File: config.mk
export PLATFORM = sky130hd
export DESIGN_NAME = gpio_ports
export DESIGN_NICKNAME = d
export VERILOG_FILES = /design/src/shared/gpio_pkg.sv /design/src/core/gpio_ports.sv /design/src/core/pin_sync.sv /design/src/core/port_latch.sv
export SDC_FILE = /design/constraint.sdc
export NUM_CORES = 1
export LEC_CHECK = 0
export BUFFER_PORTS_ARGS = -buffer_cell sky130_fd_sc_hd__buf_2
export CORE_MARGIN = 8
export CORE_UTILIZATION = 48
export CTS_CLUSTER_SIZE = 12
export DETAILED_ROUTE_END_ITERATION = 8
export PLACE_DENSITY = 0.83
export RECOVER_POWER = 25
export SLEW_MARGIN = 20
export SYNTH_ARGS = -nofsm -noshare
export SYNTH_HDL_FRONTEND = slang
export SYNTH_SLANG_ARGS = --single-unit
File: constraint.sdc
create_clock -name clk_i -period 1.2 [get_ports clk_i]
set_clock_uncertainty 0.15 [all_clocks]
set_input_delay 0.06 -clock clk_i [delete_from_list [all_inputs] [get_ports clk_i]]
set_output_delay 0.06 -clock clk_i [all_outputs]
set_load 0.01 [all_outputs]
File: src/shared/gpio_pkg.sv
// constants shared by the port-group block and its helpers
package gpio_pkg;

  // ***************
  // widths
  // ***************
  localparam int PORT_WIDTH = 8;
  localparam int ADDR_WIDTH = 8;

  // ***************
  // register offsets
  // ***************
  localparam logic [7:0] PORT_A_DATA_OFFSET = 8'hC0;
  localparam logic [7:0] PORT_A_DIRECTION_OFFSET = 8'hC1;
  localparam logic [7:0] PORT_B_DATA_OFFSET = 8'hC2;
  localparam logic [7:0] PORT_B_DIRECTION_OFFSET = 8'hC3;
  localparam logic [7:0] PORT_C_DATA_OFFSET = 8'hC4;
  localparam logic [7:0] PORT_C_DIRECTION_OFFSET = 8'hC5;
  localparam logic [7:0] PORT_A_FUNCTION_OFFSET = 8'hCA;
  localparam logic [7:0] PORT_B_FUNCTION_OFFSET = 8'hCB;

  // ***************
  // values after reset
  // ***************
  localparam logic [7:0] LATCH_RESET = 8'h00;
  localparam logic [7:0] DIRECTION_RESET = 8'h00;
  localparam logic [7:0] FUNCTION_RESET = 8'h00;
  localparam logic [7:0] UNMAPPED_READ = 8'h00;

  // ***************
  // field codes
  // ***************
  localparam logic [2:0] TIMER_ZERO_EVENT_CODE = 3'h7;
  localparam logic [1:0] SERIAL_CLOCK_EXTERNAL = 2'h3;
  localparam logic [1:0] SERIAL_PINS_OFF = 2'h0;

  // ***************
  // pin positions
  // ***************
  localparam int B_OVERFLOW_BIT = 7;
  localparam int B_EVENT_BIT = 6;
  localparam int B_PWM_ONE_BIT = 5;
  localparam int B_PWM_ZERO_BIT = 4;
  localparam int B_IRQ_ONE_BIT = 3;
  localparam int B_IRQ_ZERO_BIT = 2;
  localparam int B_BUZZER_BIT = 1;
  localparam int C_DATA_OUT_BIT = 6;
  localparam int C_DATA_IN_BIT = 5;
  localparam int C_CLOCK_BIT = 4;
  localparam int C_READY_BIT = 3;

endpackage

File: src/core/gpio_ports.sv
// three port groups with alternate-function pin routing
//
// Design decision made here: the plain strobed port.
`timescale 1ns/1ns
`default_nettype none
// How it works
// after reset all pins are plain inputs, no alternate function.
// direction bit 1 drives the pin from the latch, 0 makes it input.
// data reads return pin levels; data writes only load the latch.
// port a is eight bits, data at C0, direction at C1.
// port a function select resets to zero; a 1 picks analog input.
// a selected alternate function owns the pin whatever the direction.
// port a pins 7..1 are analog channels matching the channel code.
// port a pin 0 is event input when timer zero clock code is 111.
// port a function bit 0 selects analog use of port b pin 0.
// port b data C2, direction C3, function select CB reset zero.
// port b pin 7 outputs timer two overflow, pin 6 feeds event one.
// port b pin 5 outputs pwm one/compare one, pin 4 pwm/compare zero.
// port b pins 3,2 feed external irqs one,zero; pin 1 buzzer out.
// port b pin 0 is analog channel zero when selected and code 000.
// port b function bit 0 makes pin 0 the analog reference only.
// port c data at C4, direction at C5 resetting to zero.
// port c functions follow the serial mode register fields.
// port c pin 6 serial data out, pin 5 serial data in.
// port c pin 4 drives serial clock, or takes it when select 11.
// port c pin 3 ready input, or ready output when select 11.
// an owning output function drives the pin instead of the latch.
module gpio_ports (
  input wire logic clk_i,
  input wire logic rst_i,
  input wire logic [gpio_pkg::ADDR_WIDTH-1:0] addr_i,
  input wire logic [7:0] wdata_i,
  input wire logic wr_i,
  input wire logic rd_i,
  output logic [7:0] rdata_o,
  input wire logic [gpio_pkg::PORT_WIDTH-1:0] port_a_in_i,
  output logic [gpio_pkg::PORT_WIDTH-1:0] port_a_out_o,
  output logic [gpio_pkg::PORT_WIDTH-1:0] port_a_oe_o,
  input wire logic [gpio_pkg::PORT_WIDTH-1:0] port_b_in_i,
  output logic [gpio_pkg::PORT_WIDTH-1:0] port_b_out_o,
  output logic [gpio_pkg::PORT_WIDTH-1:0] port_b_oe_o,
  input wire logic [gpio_pkg::PORT_WIDTH-1:0] port_c_in_i,
  output logic [gpio_pkg::PORT_WIDTH-1:0] port_c_out_o,
  output logic [gpio_pkg::PORT_WIDTH-1:0] port_c_oe_o,
  input wire logic [2:0] converter_channel_code_i,
  input wire logic [2:0] timer_zero_clock_select_i,
  input wire logic [1:0] serial_pin_mode_i,
  input wire logic [1:0] serial_clock_select_i,
  input wire logic serial_ready_enable_i,
  input wire logic timer_two_overflow_out_i,
  input wire logic pulse_width_out_zero_i,
  input wire logic pulse_width_out_one_i,
  input wire logic pulse_width_mode_zero_i,
  input wire logic pulse_width_mode_one_i,
  input wire logic compare_out_zero_i,
  input wire logic compare_out_one_i,
  input wire logic buzzer_out_i,
  input wire logic serial_data_out_i,
  input wire logic serial_clock_out_i,
  input wire logic serial_ready_out_i,
  output logic [7:0] analog_select_o,
  output logic analog_reference_pin_o,
  output logic event_count_input_zero_o,
  output logic event_count_input_one_o,
  output logic external_irq_zero_o,
  output logic external_irq_one_o,
  output logic serial_data_in_o,
  output logic serial_clock_in_o,
  output logic serial_ready_in_o
);
  import gpio_pkg::*;

  localparam int W = PORT_WIDTH;

  // ***************
  // decoding
  // ***************
  function automatic logic hit(input logic [ADDR_WIDTH-1:0] addr,
                               input logic [7:0] offset);
    hit = (addr == offset);
  endfunction

  function automatic logic [W-1:0] wide(input logic [7:0] value);
    wide = W'(value);
  endfunction

  // ***************
  // registers
  // ***************
  logic [W-1:0] a_latch, a_dir, b_latch, b_dir, c_latch, c_dir;
  logic [W-1:0] a_func_q, b_func_q;
  logic [W-1:0] a_pin, b_pin, c_pin;
  logic [3*W-1:0] pins_sync;

  pin_sync #(.WIDTH(3 * W)) u_sync (
    .clk_i(clk_i),
    .rst_i(rst_i),
    .async_i({port_c_in_i, port_b_in_i, port_a_in_i}),
    .sync_o(pins_sync)
  );
  assign a_pin = pins_sync[W-1:0];
  assign b_pin = pins_sync[2*W-1:W];
  assign c_pin = pins_sync[3*W-1:2*W];

  // data at C0/C1, C2/C3, C4/C5; writes load latch only
  port_latch #(.WIDTH(W)) u_port_a (
    .clk_i(clk_i),
    .rst_i(rst_i),
    .latch_wr_i(wr_i && hit(addr_i, PORT_A_DATA_OFFSET)),
    .dir_wr_i(wr_i && hit(addr_i, PORT_A_DIRECTION_OFFSET)),
    .wdata_i(W'(wdata_i)),
    .latch_o(a_latch),
    .dir_o(a_dir)
  );

  port_latch #(.WIDTH(W)) u_port_b (
    .clk_i(clk_i),
    .rst_i(rst_i),
    .latch_wr_i(wr_i && hit(addr_i, PORT_B_DATA_OFFSET)),
    .dir_wr_i(wr_i && hit(addr_i, PORT_B_DIRECTION_OFFSET)),
    .wdata_i(W'(wdata_i)),
    .latch_o(b_latch),
    .dir_o(b_dir)
  );

  port_latch #(.WIDTH(W)) u_port_c (
    .clk_i(clk_i),
    .rst_i(rst_i),
    .latch_wr_i(wr_i && hit(addr_i, PORT_C_DATA_OFFSET)),
    .dir_wr_i(wr_i && hit(addr_i, PORT_C_DIRECTION_OFFSET)),
    .wdata_i(W'(wdata_i)),
    .latch_o(c_latch),
    .dir_o(c_dir)
  );

  // function selects start at plain i/o
  always_ff @(posedge clk_i) begin
    if (rst_i) begin
      a_func_q <= wide(FUNCTION_RESET);
    end else if (wr_i && hit(addr_i, PORT_A_FUNCTION_OFFSET)) begin
      a_func_q <= W'(wdata_i);
    end
  end

  always_ff @(posedge clk_i) begin
    if (rst_i) begin
      b_func_q <= wide(FUNCTION_RESET);
    end else if (wr_i && hit(addr_i, PORT_B_FUNCTION_OFFSET)) begin
      b_func_q <= W'(wdata_i);
    end
  end

  // ***************
  // read port
  // ***************
  logic [7:0] rdata_d;

  always_comb begin
    rdata_d = UNMAPPED_READ;
    if (rd_i) begin
      case (addr_i)
        PORT_A_DATA_OFFSET: rdata_d = 8'(a_pin);
        PORT_A_DIRECTION_OFFSET: rdata_d = 8'(a_dir);
        PORT_B_DATA_OFFSET: rdata_d = 8'(b_pin);
        PORT_B_DIRECTION_OFFSET: rdata_d = 8'(b_dir);
        PORT_C_DATA_OFFSET: rdata_d = 8'(c_pin);
        PORT_C_DIRECTION_OFFSET: rdata_d = 8'(c_dir);
        PORT_A_FUNCTION_OFFSET: rdata_d = 8'(a_func_q);
        PORT_B_FUNCTION_OFFSET: rdata_d = 8'(b_func_q);
        default: rdata_d = UNMAPPED_READ;
      endcase
    end
  end

  always_ff @(posedge clk_i) begin
    if (rst_i) begin
      rdata_o <= UNMAPPED_READ;
    end else begin
      rdata_o <= rdata_d;
    end
  end

  // ***************
  // pin routing
  // ***************
  logic [W-1:0] a_out_d, a_oe_d, b_out_d, b_oe_d, c_out_d, c_oe_d;
  logic [7:0] analog_d;
  logic reference_d, event_mode, serial_on, clock_external;

  assign event_mode = (timer_zero_clock_select_i == TIMER_ZERO_EVENT_CODE);
  assign serial_on = (serial_pin_mode_i != SERIAL_PINS_OFF);
  assign clock_external = (serial_clock_select_i == SERIAL_CLOCK_EXTERNAL);

  // port a: analog inputs above bit 0, event input on bit 0
  always_comb begin
    a_out_d = a_latch;
    a_oe_d = a_dir;
    analog_d = 8'h00;
    for (int i = 1; i < 8; i++) begin
      if (a_func_q[i]) begin
        a_oe_d[i] = 1'b0;
        analog_d[i] = (converter_channel_code_i == 3'(i));
      end
    end
    if (event_mode) begin
      a_oe_d[0] = 1'b0;
    end
    // bit 0 of port a select steers port b pin 0
    if (a_func_q[0] && !b_func_q[0]) begin
      analog_d[0] = (converter_channel_code_i == 3'h0);
    end
  end

  // port b: timer, pwm, irq, buzzer and reference pins
  always_comb begin
    b_out_d = b_latch;
    b_oe_d = b_dir;
    reference_d = 1'b0;
    if (b_func_q[B_OVERFLOW_BIT]) begin
      b_out_d[B_OVERFLOW_BIT] = timer_two_overflow_out_i;
      b_oe_d[B_OVERFLOW_BIT] = 1'b1;
    end
    if (b_func_q[B_EVENT_BIT]) begin
      b_oe_d[B_EVENT_BIT] = 1'b0;
    end
    if (b_func_q[B_PWM_ONE_BIT]) begin
      b_out_d[B_PWM_ONE_BIT] = pulse_width_mode_one_i ?
        pulse_width_out_one_i : compare_out_one_i;
      b_oe_d[B_PWM_ONE_BIT] = 1'b1;
    end
    if (b_func_q[B_PWM_ZERO_BIT]) begin
      b_out_d[B_PWM_ZERO_BIT] = pulse_width_mode_zero_i ?
        pulse_width_out_zero_i : compare_out_zero_i;
      b_oe_d[B_PWM_ZERO_BIT] = 1'b1;
    end
    if (b_func_q[B_IRQ_ONE_BIT]) begin
      b_oe_d[B_IRQ_ONE_BIT] = 1'b0;
    end
    if (b_func_q[B_IRQ_ZERO_BIT]) begin
      b_oe_d[B_IRQ_ZERO_BIT] = 1'b0;
    end
    if (b_func_q[B_BUZZER_BIT]) begin
      b_out_d[B_BUZZER_BIT] = buzzer_out_i;
      b_oe_d[B_BUZZER_BIT] = 1'b1;
    end
    if (b_func_q[0]) begin
      b_oe_d[0] = 1'b0;
      reference_d = 1'b1;
    end else if (a_func_q[0]) begin
      b_oe_d[0] = 1'b0;
    end
  end

  // port c: serial pins follow the serial mode fields
  always_comb begin
    c_out_d = c_latch;
    c_oe_d = c_dir;
    if (serial_pin_mode_i[0]) begin
      c_out_d[C_DATA_OUT_BIT] = serial_data_out_i;
      c_oe_d[C_DATA_OUT_BIT] = 1'b1;
    end
    if (serial_pin_mode_i[1]) begin
      c_oe_d[C_DATA_IN_BIT] = 1'b0;
    end
    if (serial_on) begin
      c_out_d[C_CLOCK_BIT] = serial_clock_out_i;
      c_oe_d[C_CLOCK_BIT] = !clock_external;
    end
    if (serial_ready_enable_i) begin
      c_out_d[C_READY_BIT] = serial_ready_out_i;
      c_oe_d[C_READY_BIT] = clock_external;
    end
  end

  // pins and peripheral feeds all come from flops
  always_ff @(posedge clk_i) begin
    if (rst_i) begin
      port_a_out_o <= wide(LATCH_RESET);
      port_a_oe_o <= wide(DIRECTION_RESET);
      port_b_out_o <= wide(LATCH_RESET);
      port_b_oe_o <= wide(DIRECTION_RESET);
      port_c_out_o <= wide(LATCH_RESET);
      port_c_oe_o <= wide(DIRECTION_RESET);
    end else begin
      port_a_out_o <= a_out_d;
      port_a_oe_o <= a_oe_d;
      port_b_out_o <= b_out_d;
      port_b_oe_o <= b_oe_d;
      port_c_out_o <= c_out_d;
      port_c_oe_o <= c_oe_d;
    end
  end

  always_ff @(posedge clk_i) begin
    if (rst_i) begin
      analog_select_o <= 8'h00;
      analog_reference_pin_o <= 1'b0;
      event_count_input_zero_o <= 1'b0;
      event_count_input_one_o <= 1'b0;
      external_irq_zero_o <= 1'b0;
      external_irq_one_o <= 1'b0;
      serial_data_in_o <= 1'b0;
      serial_clock_in_o <= 1'b0;
      serial_ready_in_o <= 1'b0;
    end else begin
      analog_select_o <= analog_d;
      analog_reference_pin_o <= reference_d;
      event_count_input_zero_o <= event_mode && a_pin[0];
      event_count_input_one_o <= b_func_q[B_EVENT_BIT] && b_pin[B_EVENT_BIT];
      external_irq_zero_o <= b_func_q[B_IRQ_ZERO_BIT] &&
        b_pin[B_IRQ_ZERO_BIT];
      external_irq_one_o <= b_func_q[B_IRQ_ONE_BIT] && b_pin[B_IRQ_ONE_BIT];
      serial_data_in_o <= serial_pin_mode_i[1] && c_pin[C_DATA_IN_BIT];
      serial_clock_in_o <= serial_on && clock_external &&
        c_pin[C_CLOCK_BIT];
      serial_ready_in_o <= serial_ready_enable_i && !clock_external &&
        c_pin[C_READY_BIT];
    end
  end
endmodule
`default_nettype wire

File: src/core/pin_sync.sv
// two-flop synchroniser for pin levels
`timescale 1ns/1ns
`default_nettype none
module pin_sync #(
  parameter int WIDTH = 8
) (
  input wire logic clk_i,
  input wire logic rst_i,
  input wire logic [WIDTH-1:0] async_i,
  output logic [WIDTH-1:0] sync_o
);
  logic [WIDTH-1:0] meta_q;

  always_ff @(posedge clk_i) begin
    if (rst_i) begin
      meta_q <= '0;
      sync_o <= '0;
    end else begin
      meta_q <= async_i;
      sync_o <= meta_q;
    end
  end
endmodule
`default_nettype wire

File: src/core/port_latch.sv
// output latch and direction register of one port group
`timescale 1ns/1ns
`default_nettype none
module port_latch #(
  parameter int WIDTH = 8
) (
  input wire logic clk_i,
  input wire logic rst_i,
  input wire logic latch_wr_i,
  input wire logic dir_wr_i,
  input wire logic [WIDTH-1:0] wdata_i,
  output logic [WIDTH-1:0] latch_o,
  output logic [WIDTH-1:0] dir_o
);
  import gpio_pkg::*;

  always_ff @(posedge clk_i) begin
    if (rst_i) begin
      latch_o <= WIDTH'(LATCH_RESET);
    end else if (latch_wr_i) begin
      latch_o <= wdata_i;
    end
  end

  // cleared direction keeps every pin an input unless an output function owns it
  always_ff @(posedge clk_i) begin
    if (rst_i) begin
      dir_o <= WIDTH'(DIRECTION_RESET);
    end else if (dir_wr_i) begin
      dir_o <= wdata_i;
    end
  end
endmodule
`default_nettype wire

Word level (Yosys, flattened, before mapping)

Index checks and enable logic that the tools add are counted.

RAM bits: 0
Latch bits: 0
Bits in registers: 184
Memories: 0
Logic and storage cells: 133
ROM bits: 0

Add/sub/neg operators: 0
Shifts and indexed selects: 0
$mul: 0
Equality and inequality tests: 17
Multiplexer cells: 18
Bitwise operators: 9
Order comparisons: 0
Div/mod/pow operators: 0
Reductions and logical operators: 44

Operators with widths:

| cell               | number |
|---|---|
| $eq 8x8->1 const B | 8 |
| $pmux 8 s8         | 1 |
| $reduce_or 2->1    | 21 |
| $logic_and 1x1->1  | 18 |
| $mux 1             | 17 |
| $eq 3x3->1 const B | 5 |
| $not 1->1          | 9 |
| $eq 3x2->1 const B | 2 |
| $eq 3x1->1 const B | 1 |
| $logic_not 3->1    | 1 |
| $reduce_or 3->1    | 1 |
| $eq 2x2->1 const B | 1 |
| $logic_not 1->1    | 2 |
| $reduce_bool 2->1  | 1 |

Longest topological paths before layout

Depth after elaboration: 4
Mapped depth: 5

By module

Synthesis repeated with hierarchy kept, for this count alone.

Cell total of the unflattened synthesis: 596
Area total of the unflattened synthesis: 6511.2 µm²

By module, submodules not included:

| module     | cells each | area each (µm²) | seq. area each (µm²) | times used |
|---|---|---|---|---|
| gpio_ports | 339        | 3468.3          | 1761.7               | 1 |
| port_latch | 52         | 579.3           | 320.3                | 3 |
| pin_sync   | 101        | 1305.0          | 960.9                | 1 |

Worst setup path before layout

Ideal clock, no wire load.

Path kind: in2reg
Start: input addr_i[1] (netlist bit)
End: register rdata_o[7]
Cell stages on the path: 5
Required time: 922 ps
Setup slack: -83 ps
Arrival: 1006 ps
Path through: buf_4 > buf_2 > mux2_2 > a22oi_1 > a21oi_1

Longest elaborated chain between the ends: 2
Elaborated cells on any way between the ends: 9

Ends and longest elaborated chain:

| item                   | line              | source |
|---|---|---|
| start: declaration     | gpio_ports.sv:31  | `input wire logic [gpio_pkg::ADDR_WIDTH-1:0] addr_i,` |
| $eq 8x8->1             | gpio_ports.sv:161 | `case (addr_i)` |
| $pmux 8 s8 (*)         | gpio_ports.sv:161 |  |
| end signal: assignment | gpio_ports.sv:179 | `rdata_o <= rdata_d;` |
| end: declaration       | gpio_ports.sv:35  | `output logic [7:0] rdata_o,` |

Mark *: on every way between the ends. The rest lies on a longest branch, timed or not.
A chain may end at the register's enable or synchronous reset.

Final worst setup path

Start: input rst_i
End: register port_b_oe_o[0] (netlist bit)

Longest elaborated chain between the ends: 1

Ends and longest elaborated chain:

| item                      | line              | source |
|---|---|---|
| start: declaration        | gpio_ports.sv:30  | `input wire logic rst_i,` |
| $reduce_or 3->1 (no line) | -                 |  |
| end signal: assignment    | gpio_ports.sv:281 | `port_b_oe_o <= wide(DIRECTION_RESET);` |
| end signal: assignment    | gpio_ports.sv:288 | `port_b_oe_o <= b_oe_d;` |
| end: declaration          | gpio_ports.sv:41  | `output logic [gpio_pkg::PORT_WIDTH-1:0] port_b_oe_o,` |

Every way passes these cells.

==> out/results.tsv <==
metric	value	unit
final_cells	995	
dpl.hpwl	10960	µm
ys_warn_count	0	
die_w	131.8	µm
drive_gt1_share	31.78	%
tritoncts	done	
yosysTopAreaCellShare	57.23	%
crit_required	1.35	ns
synth.area.top_cells	dfxtp_1, mux2i_1, nand2b_1, mux2_2, nor2b_1	
worstSetupEndpointType	flop	
r2r_end	rdata_o[0]	
first_iter_violations	233	
die-height	131.8	µm
grt-ovfl-total	0	
drv_cap	0	
tightest_slew	0.6519	ns
power.internal	9.531	mW
synth-seq-cells	184	
netlist_area	6436	µm²
cts_buffer_depth	2	
fin_crit_sh	97.01	%
synthAdderAreaFrac	0	%
nFillCells	938	
hp-class	in2reg	
r2r_start	b_func_q[0]	
io_buffers	137	
std_cell_rows	42	
fmax	859.0	MHz
synth_seq_area_share	57.23	%
p_per_area	1374	nW/µm²
gp_congestion	0.8421	
avgRoutedWirePerCell	16.02	µm
regArea	3685	µm²
numCtsBuffers	17	
vias	4770	
multi_input_area	2532	µm²
fin_ws	0.03591	ns
drt-total-wl	15940	µm
leakagePower	4.327	nW
min_period	1.164	ns
power.total	12.20	mW
critPathLaunch	rst_i	
syn_area_per_cell	11.21	µm²
yosys.area_share.xor_xnor	0	%
synth_top_family_by_area	simple AND/OR/NAND/NOR gates	
p_sw	2.665	mW
grt.total_usage	18.26	%
endpoint	port_b_oe_o[0]	
status	finished clean	
dp_slack	-0.2304	ns
grt_pass1_vias	5130	
relSlewSlack	56.54	%
p_sw_share	21.85	%
worstSetupPathType	in2reg	
core_area	13190	µm²
worst_skew_pair.late_latency	0.42	ns
peakVddDrop	0.001116	V
grt_antenna_before_repair	1	
synth_compound_area_share	2.955	%
synthSimpleGateAreaFrac	19.52	%
grt_pass1_wl	25310	µm
start_kind	input port	
yosys.area.top_type	dfxtp_1	
clk_transition_reported_paths	0.06	ns
drc	0	
fin_nets	871	
pwr-share-seq	51.0	%
hold_viol	0	
synthCells	574	
combPwrFrac	6.5	%
cp.arrival	1.31	ns
grt_max_degree	51	
utilization	67.29	%
cts_root_buffer	clkbuf_16	
crit_fanout	17	
htree_levels	4	
setup-violations-final	0	
ys_types	33	
dp_cells	898	
via_per_inst	4.794	
synthesis.nets	640	
rsz0062_at_grt	no	
hold_slack	0.005292	ns
clkPwrFrac	42.6	%
synth_mux_area_share	16.49	%
cts_sinks	184	
rr_worst_depth	3	
pin_count	138	
r2r_slack	0.05	ns
drtPass1Iterations	4	
syn_to_final_growth	37.91	%
drtAntennaViolNets	0	
maxSlewViolCount	0	
die_area	17370	µm²
start_util	48.80	%
-- cells by family (layout without fill, tap and decap cells) --
| family | count (synthesis) | after routing |
|---|---|---|
| multiplexers | 102 | 102 |
| AO/OA/AOI/OAI | 29 | 29 |
| buffers and inverters | 57 | 301 |
| flip-flops | 184 | 184 |
| other | 0 | 1 |
| AND/OR/NAND/NOR | 202 | 202 |
-- metrics by stage --
step / TNS (ns) / instance area [µm²]
2_1_floorplan: -0.4164 / 6450
3_3_place_gp: -8.378 / 7665
3_5_place_dp: -11.75 / 7665
4_1_cts: 0 / 8831
5_1_grt: 0 / 8876
6_report: 0 / 8876
-- worst min path at each step --
stage                     cells after the start  slack (ns)                 end                   startpoint
after global routing                          3        0.01   serial_ready_in_o                        rst_i
after detailed placement                      2        0.12   u_sync.meta_q[11]               port_b_in_i[3]
after floorplan                               1       -0.01  analog_select_o[6]  converter_channel_code_i[0]
after CTS                                     3       -0.03   u_port_b.dir_o[0]                        rst_i
final                                         4       0.005  analog_select_o[0]                        rst_i
after global placement                        2        0.12    u_sync.meta_q[0]               port_a_in_i[0]
-- sequential cells by signal (all words and copies together) (netlist names), 8 cells and up --
signal            cells
port_c_oe_o           8
port_c_out_o          8
analog_select_o       8
a_func_q              8
port_b_oe_o           8
rdata_o               8
u_port_b.latch_o      8
port_a_oe_o           8
u_port_a.dir_o        8
u_sync.meta_q        24
u_port_b.dir_o        8
u_port_c.dir_o        8
port_b_out_o          8
u_port_c.latch_o      8
u_port_a.latch_o      8
b_func_q              8
u_sync.sync_o        24
port_a_out_o          8
-- worst max-delay path, cell delays in order --
cell	delay, ns
buf_4	0.18
dlygate4sd3_1	0.60
nand2b_1	0.17
nor3_1	0.30
-- metal layers --
| metal | vias to the layer above | routed length (µm) | track usage [%] |
|---|---|---|---|
| li1 | 2370 | - | - |
| met1 | 2203 | 6592 | 19.73 |
| met2 | 167 | 7939 | 32.06 |
| met3 | 30 | 968 | 5.755 |
| met4 | 0 | 435 | 8.296 |
| met5 | - | 0 | 0 |
-- layout by cell type (no fill, tap or decap), types with 2 or more instances in the layout --
master,n
nor2_1,35
clkinv_4,2
nand3_1,3
clkbuf_16,17
nor4b_1,2
clkinv_2,2
inv_1,22
nand4_4,2
mux2_2,32
nor3_1,5
a22oi_2,3
and4b_1,3
nor3b_2,2
inv_6,4
nand3b_1,2
mux2i_1,70
nor3b_1,3
nand2b_1,73
dfxtp_1,183
buf_12,10
a211oi_1,2
a21oi_1,9
clkbuf_1,4
clkinvlp_4,4
and4_1,3
buf_4,34
nor2b_1,50
nand2_1,8
dlygate4sd3_1,62
buf_2,136
nand3_2,4
a22oi_1,13
and3_1,2
-- synthesized netlist by cell type --
master      n
a211oi_1    2
a21oi_1    10
a22oi_1    16
and3_1      2
and3b_1     1
and4_1      3
and4b_1     3
and4bb_2    1
buf_1       8
buf_2       9
buf_4       5
clkbuf_1   12
clkbuf_2    1
dfxtp_1   184
inv_1      22
mux2_2     32
mux2i_1    70
nand2_1     8
nand2b_1   73
nand3_1     3
nand3_2     4
nand3b_1    2
nand4_2     1
nand4_4     2
nor2_1     35
nor2b_1    50
nor3_1      5
nor3_2      1
nor3b_1     3
nor3b_2     2
nor4b_1     2
nor4bb_1    1
o21ai_0     1
-- what timing repair did --
item | in CTS | in global routing
hold buffers | 61 | 3
gates resized for setup | 0 | 8
hold endpoints to repair | 127 | 2
setup endpoints to repair | 0 | 12
buffers inserted | 0 | 0
-- power groups by stage --
stage | registers, mW | logic [mW] | clock network, mW
6_report | 6.22 | 0.787 | 5.19
5_1_grt | 6.22 | 0.842 | 5.54
4_1_cts | 6.22 | 0.774 | 5.29
3_5_place_dp | 6.36 | 0.616 | 0
3_3_place_gp | 6.35 | 0.600 | 0
2_1_floorplan | 6.35 | 0.307 | 0
-- cell type report --
cell class	instances	share of cell area, %
repair buffers	247	20.26
flip-flops and latches	184	41.51
clock inverters	13	1.381
diodes	1	0.02819
multi-input cells	333	28.53
inverters	22	0.9304
clock buffers	19	4.877
well taps	176	2.481
Power figures use the tool's default switching activity.
